## src/scad_map.vh

```
// Constants for the command and address decoder: commands, register map, fields, reset values
`ifndef SCAD_MAP_VH
`define SCAD_MAP_VH

// ****************************************************************
// Pin-level command encodings, {row_strobe_n, column_strobe_n, write_strobe_n}
// ****************************************************************
`define SCAD_PIN_MRS        3'h0
`define SCAD_PIN_REF        3'h1
`define SCAD_PIN_PRE        3'h2
`define SCAD_PIN_ACT        3'h3
`define SCAD_PIN_WR         3'h4
`define SCAD_PIN_RD         3'h5

// ****************************************************************
// Decoded command codes as seen on o_cmd_code
// ****************************************************************
`define SCAD_CMD_NOP        3'h0
`define SCAD_CMD_ACT        3'h1
`define SCAD_CMD_PRE        3'h2
`define SCAD_CMD_RD         3'h3
`define SCAD_CMD_WR         3'h4
`define SCAD_CMD_MRS        3'h5
`define SCAD_CMD_REF        3'h6

// ****************************************************************
// Address bit positions
// ****************************************************************
`define SCAD_AUTO_CLOSE_POS 10
`define SCAD_BURST_CUT_POS  12
`define SCAD_COL_MSB        9

// ****************************************************************
// Burst lengths in transfers
// ****************************************************************
`define SCAD_BURST_FULL     4'h8
`define SCAD_BURST_CUT      4'h4

// ****************************************************************
// Register byte offsets
// ****************************************************************
`define SCAD_REG_CTRL       4'h0
`define SCAD_REG_STATUS     4'h4
`define SCAD_REG_LASTCMD    4'h8
`define SCAD_REG_MODE       4'hC

// ****************************************************************
// Register fields and reset values
// ****************************************************************
`define SCAD_CTRL_DEC_EN    0
`define SCAD_CTRL_RST       32'h0000_0001
`define SCAD_ST_OPEN_LSB    0
`define SCAD_ST_PD_POS      8
`define SCAD_ST_SR_POS      9
`define SCAD_ST_RUN_POS     10
`define SCAD_ST_BURST_POS   11

`endif

```

## src/scad_sync.v

```verilog
// Three-stage input synchroniser with agreement filter
`timescale 1ns/1ps

module scad_sync #(
  parameter          W       = 1,
  parameter [W-1:0]  RST_VAL = {W{1'b0}}
)(
  // Clock, reset, enable
  input  wire         i_clk_sys,
  input  wire         i_srst,
  input  wire         i_ce,
  // Asynchronous inputs and filtered result
  input  wire [W-1:0] i_d,
  output reg  [W-1:0] o_q
);

  reg [W-1:0] stage1;
  reg [W-1:0] stage2;
  reg [W-1:0] stage3;

  // Stage1 feeds stage2 only; the filter looks at stages 2 and 3
  always @(posedge i_clk_sys)
  begin
    if (i_srst)
    begin
      stage1 <= RST_VAL;
      stage2 <= RST_VAL;
      stage3 <= RST_VAL;
      o_q    <= RST_VAL;
    end
    else if (i_ce)
    begin
      stage1 <= i_d;
      stage2 <= stage1;
      stage3 <= stage2;
      if (stage2 == stage3)
        o_q <= stage3;
    end
  end

endmodule // scad_sync

```

## src/scad_decode.v

```verilog
// Command and address decoder of a DDR memory device, sampled on the system clock
`timescale 1ns/1ps
`include "scad_map.vh"

module scad_decode #(
  parameter BANKS = 8,
  parameter BA_W  = 3,
  parameter A_W   = 13
)(
  // Clock, reset, enable
  input  wire              i_clk_sys,
  input  wire              i_srst,
  input  wire              i_ce,
  // Memory link pins
  input  wire              i_ck,
  input  wire              i_ck_n,
  input  wire              i_clock_gate,
  input  wire              i_chip_select_n,
  input  wire              i_row_strobe_n,
  input  wire              i_column_strobe_n,
  input  wire              i_write_strobe_n,
  input  wire [BA_W-1:0]   i_bank_select,
  input  wire [A_W-1:0]    i_addr,
  // Register port
  input  wire [3:0]        i_reg_addr,
  input  wire [31:0]       i_reg_wdata,
  input  wire              i_reg_wr,
  input  wire              i_reg_rd,
  output reg  [31:0]       o_reg_rdata,
  // Decoded command
  output reg               o_cmd_pulse,
  output reg  [2:0]        o_cmd_code,
  output reg  [BA_W-1:0]   o_cmd_bank,
  output reg  [A_W-1:0]    o_row_addr,
  output reg  [`SCAD_COL_MSB:0] o_col_addr,
  output reg               o_auto_close,
  output reg               o_full_burst,
  output reg               o_close_all,
  output reg  [A_W+BA_W-1:0] o_mode_opcode,
  // Device state
  output reg  [BANKS-1:0]  o_bank_open,
  output reg               o_clk_run,
  output reg               o_power_down,
  output reg               o_self_refresh,
  // Burst transfer timing
  output reg               o_beat,
  output reg               o_beat_read,
  output reg  [BA_W-1:0]   o_beat_bank,
  output reg  [`SCAD_COL_MSB:0] o_beat_col
);

  // ****************************************************************
  // Command decode function
  // ****************************************************************
  function [2:0] cmd_of;
    input       cs_n;
    input [2:0] strobes;
    begin
      if (cs_n)
        cmd_of = `SCAD_CMD_NOP;
      else
        case (strobes)
          `SCAD_PIN_ACT: cmd_of = `SCAD_CMD_ACT;
          `SCAD_PIN_PRE: cmd_of = `SCAD_CMD_PRE;
          `SCAD_PIN_RD:  cmd_of = `SCAD_CMD_RD;
          `SCAD_PIN_WR:  cmd_of = `SCAD_CMD_WR;
          `SCAD_PIN_MRS: cmd_of = `SCAD_CMD_MRS;
          `SCAD_PIN_REF: cmd_of = `SCAD_CMD_REF;
          default:       cmd_of = `SCAD_CMD_NOP;
        endcase
    end
  endfunction

  // ****************************************************************
  // Pin synchronisers
  // ****************************************************************
  localparam PIN_W = 1 + 4 + BA_W + A_W;

  wire [1:0]       ck_pair;
  wire [PIN_W-1:0] pins;

  // Clock pair and command pins share latency so they stay aligned
  scad_sync #(.W(2), .RST_VAL(2'h1)) u_ck_sync (
    .i_clk_sys (i_clk_sys),
    .i_srst    (i_srst),
    .i_ce      (i_ce),
    .i_d       ({i_ck, i_ck_n}),
    .o_q       (ck_pair)
  );

  scad_sync #(.W(PIN_W), .RST_VAL({1'b0, 4'hF, {(BA_W + A_W){1'b0}}})) u_pin_sync (
    .i_clk_sys (i_clk_sys),
    .i_srst    (i_srst),
    .i_ce      (i_ce),
    .i_d       ({i_clock_gate, i_chip_select_n, i_row_strobe_n, i_column_strobe_n,
                 i_write_strobe_n, i_bank_select, i_addr}),
    .o_q       (pins)
  );

  wire            s_gate   = pins[PIN_W-1];
  wire            s_cs_n   = pins[PIN_W-2];
  wire [2:0]      s_strobe = pins[PIN_W-3:PIN_W-5];
  wire [BA_W-1:0] s_bank   = pins[BA_W+A_W-1:A_W];
  wire [A_W-1:0]  s_addr   = pins[A_W-1:0];

  // ****************************************************************
  // Crossing detection
  // ****************************************************************
  reg  ck_hi;
  wire now_hi  = ck_pair[1] & ~ck_pair[0];
  wire now_lo  = ~ck_pair[1] & ck_pair[0];
  wire rise    = now_hi & ~ck_hi;
  wire fall    = now_lo & ck_hi;

  always @(posedge i_clk_sys)
  begin
    if (i_srst)
      ck_hi <= 1'b0;
    else if (i_ce)
    begin
      if (rise)
        ck_hi <= 1'b1;
      else if (fall)
        ck_hi <= 1'b0;
    end
  end

  // ****************************************************************
  // Register port
  // ****************************************************************
  reg        burst_act;
  reg [31:0] ctrl;
  wire       dec_en = ctrl[`SCAD_CTRL_DEC_EN];

  always @(posedge i_clk_sys)
  begin
    if (i_srst)
    begin
      ctrl        <= `SCAD_CTRL_RST;
      o_reg_rdata <= 32'h0000_0000;
    end
    else if (i_ce)
    begin
      if (i_reg_wr && i_reg_addr == `SCAD_REG_CTRL)
        ctrl <= {31'h0000_0000, i_reg_wdata[`SCAD_CTRL_DEC_EN]};
      if (!i_reg_rd)
        o_reg_rdata <= 32'h0000_0000;
      else if (i_reg_addr == `SCAD_REG_CTRL)
        o_reg_rdata <= ctrl;
      else if (i_reg_addr == `SCAD_REG_STATUS)
        o_reg_rdata <= {20'h0_0000, burst_act, o_clk_run, o_self_refresh, o_power_down,
                        {(8-BANKS){1'b0}}, o_bank_open};
      else if (i_reg_addr == `SCAD_REG_LASTCMD)
        o_reg_rdata <= {o_cmd_code, o_cmd_bank, {(26-A_W){1'b0}}, o_row_addr};
      else if (i_reg_addr == `SCAD_REG_MODE)
        o_reg_rdata <= {{(32-A_W-BA_W){1'b0}}, o_mode_opcode};
      else
        o_reg_rdata <= 32'h0000_0000;
    end
  end

  // ****************************************************************
  // Command sampling and bank state
  // ****************************************************************
  wire [2:0]       raw_cmd  = cmd_of(s_cs_n, s_strobe);
  // A command counts only while the internal clock ran and keeps running
  wire             cmd_live = rise & o_clk_run & s_gate & dec_en;
  wire [2:0]       cmd      = cmd_live ? raw_cmd : `SCAD_CMD_NOP;
  wire             all_idle = ~|o_bank_open;
  wire [BANKS-1:0] bank_bit = {{(BANKS-1){1'b0}}, 1'b1} << s_bank;

  reg [3:0]        beat_cnt;
  reg [3:0]        beat_len;
  reg [BA_W-1:0]   burst_bank;
  reg [`SCAD_COL_MSB:0] burst_col;
  reg              burst_close;
  reg              burst_read;
  reg [BANKS-1:0]  pre_pend;
  reg [BANKS-1:0]  next_open;
  reg [BANKS-1:0]  next_pend;
  // Advances on both crossings, and only while the internal clock runs
  wire             beat_step = burst_act & o_clk_run & (rise | fall);
  wire             burst_end = beat_step & (beat_cnt == beat_len - 4'h1);

  always @*
  begin
    next_open = o_bank_open;
    next_pend = pre_pend;
    if (rise)
    begin
      // Precharge finishes one link cycle after it was issued
      next_open = next_open & ~pre_pend;
      next_pend = {BANKS{1'b0}};
    end
    if (cmd == `SCAD_CMD_ACT)
      next_open = next_open | bank_bit;
    if (cmd == `SCAD_CMD_PRE)
      next_pend = s_addr[`SCAD_AUTO_CLOSE_POS] ? {BANKS{1'b1}} : bank_bit;
    if (burst_end && burst_close)
      next_pend = next_pend | ({{(BANKS-1){1'b0}}, 1'b1} << burst_bank);
  end

  always @(posedge i_clk_sys)
  begin
    if (i_srst)
    begin
      o_cmd_pulse    <= 1'b0;
      o_cmd_code     <= `SCAD_CMD_NOP;
      o_cmd_bank     <= {BA_W{1'b0}};
      o_row_addr     <= {A_W{1'b0}};
      o_col_addr     <= {(`SCAD_COL_MSB+1){1'b0}};
      o_auto_close   <= 1'b0;
      o_full_burst   <= 1'b0;
      o_close_all    <= 1'b0;
      o_mode_opcode  <= {(A_W+BA_W){1'b0}};
      o_bank_open    <= {BANKS{1'b0}};
      pre_pend       <= {BANKS{1'b0}};
      o_clk_run      <= 1'b0;
      o_power_down   <= 1'b0;
      o_self_refresh <= 1'b0;
    end
    else if (i_ce)
    begin
      o_cmd_pulse <= 1'b0;
      o_bank_open <= next_open;
      pre_pend    <= next_pend;
      if (rise)
      begin
        o_clk_run <= s_gate;
        if (!s_gate && o_clk_run && all_idle)
        begin
          // Refresh with the gate dropping selects self-refresh
          if (raw_cmd == `SCAD_CMD_REF)
            o_self_refresh <= 1'b1;
          else
            o_power_down <= 1'b1;
        end
        else if (s_gate)
        begin
          o_power_down   <= 1'b0;
          o_self_refresh <= 1'b0;
        end
      end
      if (cmd != `SCAD_CMD_NOP)
      begin
        o_cmd_pulse <= 1'b1;
        o_cmd_code  <= cmd;
        o_cmd_bank  <= s_bank;
        o_close_all <= (cmd == `SCAD_CMD_PRE) & s_addr[`SCAD_AUTO_CLOSE_POS];
      end
      if (cmd == `SCAD_CMD_ACT)
        o_row_addr <= s_addr;
      if (cmd == `SCAD_CMD_RD || cmd == `SCAD_CMD_WR)
      begin
        o_col_addr   <= s_addr[`SCAD_COL_MSB:0];
        o_auto_close <= s_addr[`SCAD_AUTO_CLOSE_POS];
        o_full_burst <= s_addr[`SCAD_BURST_CUT_POS];
      end
      if (cmd == `SCAD_CMD_MRS)
        o_mode_opcode <= {s_bank, s_addr};
    end
  end

  // ****************************************************************
  // Burst transfer counter
  // ****************************************************************
  wire rw_cmd    = (cmd == `SCAD_CMD_RD) | (cmd == `SCAD_CMD_WR);

  always @(posedge i_clk_sys)
  begin
    if (i_srst)
    begin
      burst_act   <= 1'b0;
      beat_cnt    <= 4'h0;
      beat_len    <= `SCAD_BURST_FULL;
      burst_bank  <= {BA_W{1'b0}};
      burst_col   <= {(`SCAD_COL_MSB+1){1'b0}};
      burst_close <= 1'b0;
      burst_read  <= 1'b0;
      o_beat      <= 1'b0;
      o_beat_read <= 1'b0;
      o_beat_bank <= {BA_W{1'b0}};
      o_beat_col  <= {(`SCAD_COL_MSB+1){1'b0}};
    end
    else if (i_ce)
    begin
      o_beat <= beat_step;
      if (beat_step)
      begin
        o_beat_read <= burst_read;
        o_beat_bank <= burst_bank;
        o_beat_col  <= burst_col + {{(`SCAD_COL_MSB-2){1'b0}}, beat_cnt[2:0]};
        beat_cnt    <= beat_cnt + 4'h1;
      end
      // A new column command cuts short any burst still running
      if (rw_cmd)
      begin
        burst_act   <= 1'b1;
        beat_cnt    <= 4'h0;
        beat_len    <= s_addr[`SCAD_BURST_CUT_POS] ? `SCAD_BURST_FULL : `SCAD_BURST_CUT;
        burst_bank  <= s_bank;
        burst_col   <= s_addr[`SCAD_COL_MSB:0];
        burst_close <= s_addr[`SCAD_AUTO_CLOSE_POS];
        burst_read  <= (cmd == `SCAD_CMD_RD);
      end
      else if (burst_end)
        burst_act <= 1'b0;
    end
  end

endmodule // scad_decode

```

## config.mk

```make
export PLATFORM = sky130hd
export DESIGN_NAME = scad_decode
export DESIGN_NICKNAME = d
export VERILOG_FILES = /design/src/scad_sync.v /design/src/scad_decode.v
export VERILOG_INCLUDE_DIRS = /design/src
export SDC_FILE = /design/constraint.sdc
export NUM_CORES = 1
export LEC_CHECK = 0
export BUFFER_PORTS_ARGS = -buffer_cell sky130_fd_sc_hd__buf_2
export CAP_MARGIN = 20
export CELL_PAD_IN_SITES_DETAIL_PLACEMENT = 1
export CELL_PAD_IN_SITES_GLOBAL_PLACEMENT = 2
export CORE_MARGIN = 10
export CORE_UTILIZATION = 30
export DETAILED_ROUTE_END_ITERATION = 7
export PLACE_DENSITY = 0.76
export SYNTH_ARGS = -nofsm -noshare
export SYNTH_HDL_FRONTEND = slang
export SYNTH_SLANG_ARGS = --single-unit
```

## constraint.sdc

```tcl
create_clock -name i_clk_sys -period 1.7 [get_ports i_clk_sys]
set_input_delay 0.085 -clock i_clk_sys [delete_from_list [all_inputs] [get_ports i_clk_sys]]
set_output_delay 0.085 -clock i_clk_sys [all_outputs]
set_load 0.005 [all_outputs]
```

==> reports/summary.txt <==
P&R area growth vs syn -> 33.2%
Pint -> 8.87 mW
Worst vdd ir -> 0.583 mV
Initial antenna violation count -> 0
Final setup fails -> 15
DRC viols -> 0
Worst r2r dst -> u_pin_sync.o_q[10]
Share of layout cells above drive strength 1 -> 26.3%
Ports -> 171
WHS Endpoint -> o_cmd_pulse
Layout Skew -> 0.0217 ns
Ys flop type -> dfxtp_1
Register area share after synthesis -> 48.0%
Initial DRT Pass Iterations -> 4
Core area -> 0.0288 sq mm
Post-place setup slack -> -0.0806 ns
Fin. max-slew vios -> 0
Status -> finished with violations
R2R Path Start -> u_pin_sync.stage3[20]
TritonCTS Buffers -> 25
Flop and latch count out of synthesis -> 210
GR Overflow Total -> 0
Port-buffer cells -> 129
GPL Wtd Cong -> 0.842
Top routing layer used -> met4
Net Sw Frac -> 23.3%
Wire length on met1 -> 13.0 mm
ANT cells -> 0
Clock network fraction of design power -> 48.3%
Synth Instances -> 959
Sequential power share -> 44.0%
Slew headroom -> 55.2%
CP endpoint kind -> register
Hold Startpoint -> i_srst
Worst EP required -> 2.10 ns
Global-route wire length before repair -> 43.7 mm
Final nets -> 1224
Clock tree from TritonCTS -> done
Clock tree sinks -> 210
P_leak -> 5.05 nW
FP Rows -> 62
Clock-pin slew on the worst setup and hold paths -> 0.06 ns
Total wire length -> 28.3 mm
Worst endpoint data arrival time -> 2.13 ns
Ys Warns -> 0
Dpl hpwl -> 20.2 mm
Worst-margin pin slew -> 0.673 ns
CP Launch Type -> register
Final worst slack -> -0.0372 ns
Post-Layout Cell Count -> 1557
Area of the die -> 0.0365 sq mm
Vias in the first global route -> 7702
Crit Path Class -> register to register
Post-synth EDFFs -> 0
Cell Area, Synth -> 0.00877 sq mm
R2R setup slack -> -0.04 ns
R2r worst-path depth -> 8
Starting Density -> 30.5%
Max_cap viols -> 0
Syn Area/Cell -> 9.14 sq um
Tot GR Track Use -> 14.7%
Largest net degree at the start of global routing -> 131
Hold Vio Cnt, Final -> 0
Placed Cells incl. Taps -> 1477
Metal3 WL -> 1.38 mm
Min-Delay Path Class -> primary input to register
Min cycle time layout -> 1.74 ns
Worst Hold Depth -> 3
Vias -> 7590
Clk buf depth -> 3
DR iter-0 viols -> 402
Die height -> 191 um
Routed wire length on met2 -> 13.6 mm
RSZ-0062 raised after global routing -> true
Number of vias per cell -> 4.87
Logic gate share of total power -> 7.7%
H-Tree Level Count -> 1
Most frequent cells in the layout -> dfxtp_1 (199), nor2_1 (136), buf_2 (127)
Fmax -> 576 MHz
Fin crit share -> 102%
Worst-Skew Late Latency -> 0.54 ns
CP startpoint -> u_pin_sync.stage3[20]
Root Buffer -> clkbuf_16
Commonest non-fill, non-tap cell in the layout -> dfxtp_1
NetSw -> 2.70 mW
Failing checks -> negative setup slack
Remaining antenna violation count after routing -> 0
Cell area power density -> 991 mW/mm^2
Critical path peak fanout -> 10
Asr flop ratio synth -> 0%
WL/cell -> 18.2 um
Unique masters post-synth -> 60
Die W -> 191 um
[critical path: stages, from the launching register on]
cell     delay, ns
dfxtp_2       0.32
xor2_1        0.17
nor4_2        0.30
buf_4         0.16
nand4_1       0.12
buf_6         0.17
buf_8         0.14
o21ai_1       0.15
a21oi_1       0.09
[area by class of cell]
type                    count  area (sq um)
clock buffers              38           744
flip-flops and latches    210          4220
clock inverters             7           125
well taps                 384           480
inverters                  15          56.3
fillers                  3319         17100
multi-input cells         667          4330
repair buffers            236          1730
[worst max path at each step]
stage / endpoint / slack, ns / cells after the start
final: u_pin_sync.o_q[10] / -0.04 / 8
after global routing: u_pin_sync.o_q[10] / -0.17 / 8
after CTS: u_pin_sync.o_q[12] / -0.01 / 8
after detailed placement: u_pin_sync.o_q[17] / -0.08 / 7
after global placement: u_pin_sync.o_q[17] / -0.03 / 7
after floorplan: o_beat_bank[0] / -0.007 / 7
[cells in the mapped netlist, types with 7 or more instances]
cell / number / area, sq um
a21oi_1: 74 / 370
buf_2: 9 / 45.0
nand2_1: 92 / 345
a211oi_1: 7 / 52.6
inv_1: 14 / 52.6
nand3_1: 35 / 175
dfxtp_1: 210 / 4200
xor2_1: 26 / 228
buf_4: 13 / 97.6
a22oi_1: 15 / 113
xnor2_1: 8 / 70.1
a31oi_1: 10 / 62.6
clkbuf_1: 49 / 184
o211ai_1: 12 / 90.1
o21ai_0: 30 / 150
a32oi_1: 7 / 61.3
nand2b_1: 8 / 50.1
nor2_1: 137 / 514
mux2i_1: 109 / 1090
nor4_1: 9 / 56.3
nor2b_1: 7 / 43.8
[per-layer routing]
| metal | vias to the layer above | GRT usage, % |
|---|---|---|
| met5 | - | 0 |
| met4 | 0 | 2.67 |
| met3 | 30 | 2.48 |
| met2 | 144 | 24.9 |
| met1 | 3704 | 19.4 |
| li1 | 3712 | - |
[cell families after synthesis]
kind of cell	after synthesis	share of synthesized area [%]
buffers and inverters	91	4.92
adders and majority gates	5	0.799
other	1	0.0428
DFF	210	48.0
and+or+nand+nor	326	17.0
AOI/OAI and AO/OA	182	13.3
muxes	110	12.6
xor gates and xnor gates	34	3.40
[stage by stage]
step	hold WS, ns	utilization [%]	power (mW)	area, sq um	setup TNS, ns
detailed placement	0.321	35.4	5.94	10200	-1.21
finish	0.0341	40.6	11.6	11700	-0.150
global placement	0.313	35.4	5.92	10200	-0.226
floorplan	0.210	-	5.66	8800	-0.0344
CTS	0.0228	39.6	11.7	11400	-0.0955
global route	0.0581	40.6	12.0	11700	-4.69
[flip-flops by register name, summed over array words and instances, names as in the netlist, 10 cells and up]
name	cells
o_col_addr	10
o_beat_col	10
u_pin_sync.stage3	21
u_pin_sync.stage1	21
o_mode_opcode	16
u_pin_sync.o_q	21
o_reg_rdata	22
u_pin_sync.stage2	21
o_row_addr	13
[what timing repair did]
action,CTS,global route
gates cloned,2,4
buffers inserted,1,3
hold buffers,25,0
gates resized for setup,44,32
pin swaps,15,11
hold endpoints to repair,24,0
setup endpoints to repair,34,61
[power by group through the flow]
stage                     clock network, mW  registers [mW]  logic [mW]
after global routing                   5.94            5.10       0.988
after floorplan                           0            5.17       0.489
after CTS                              5.73            5.09       0.880
final                                  5.58            5.09       0.893
after global placement                    0            5.19       0.730
after detailed placement                  0            5.20       0.748
Power figures use the tool's default switching activity.
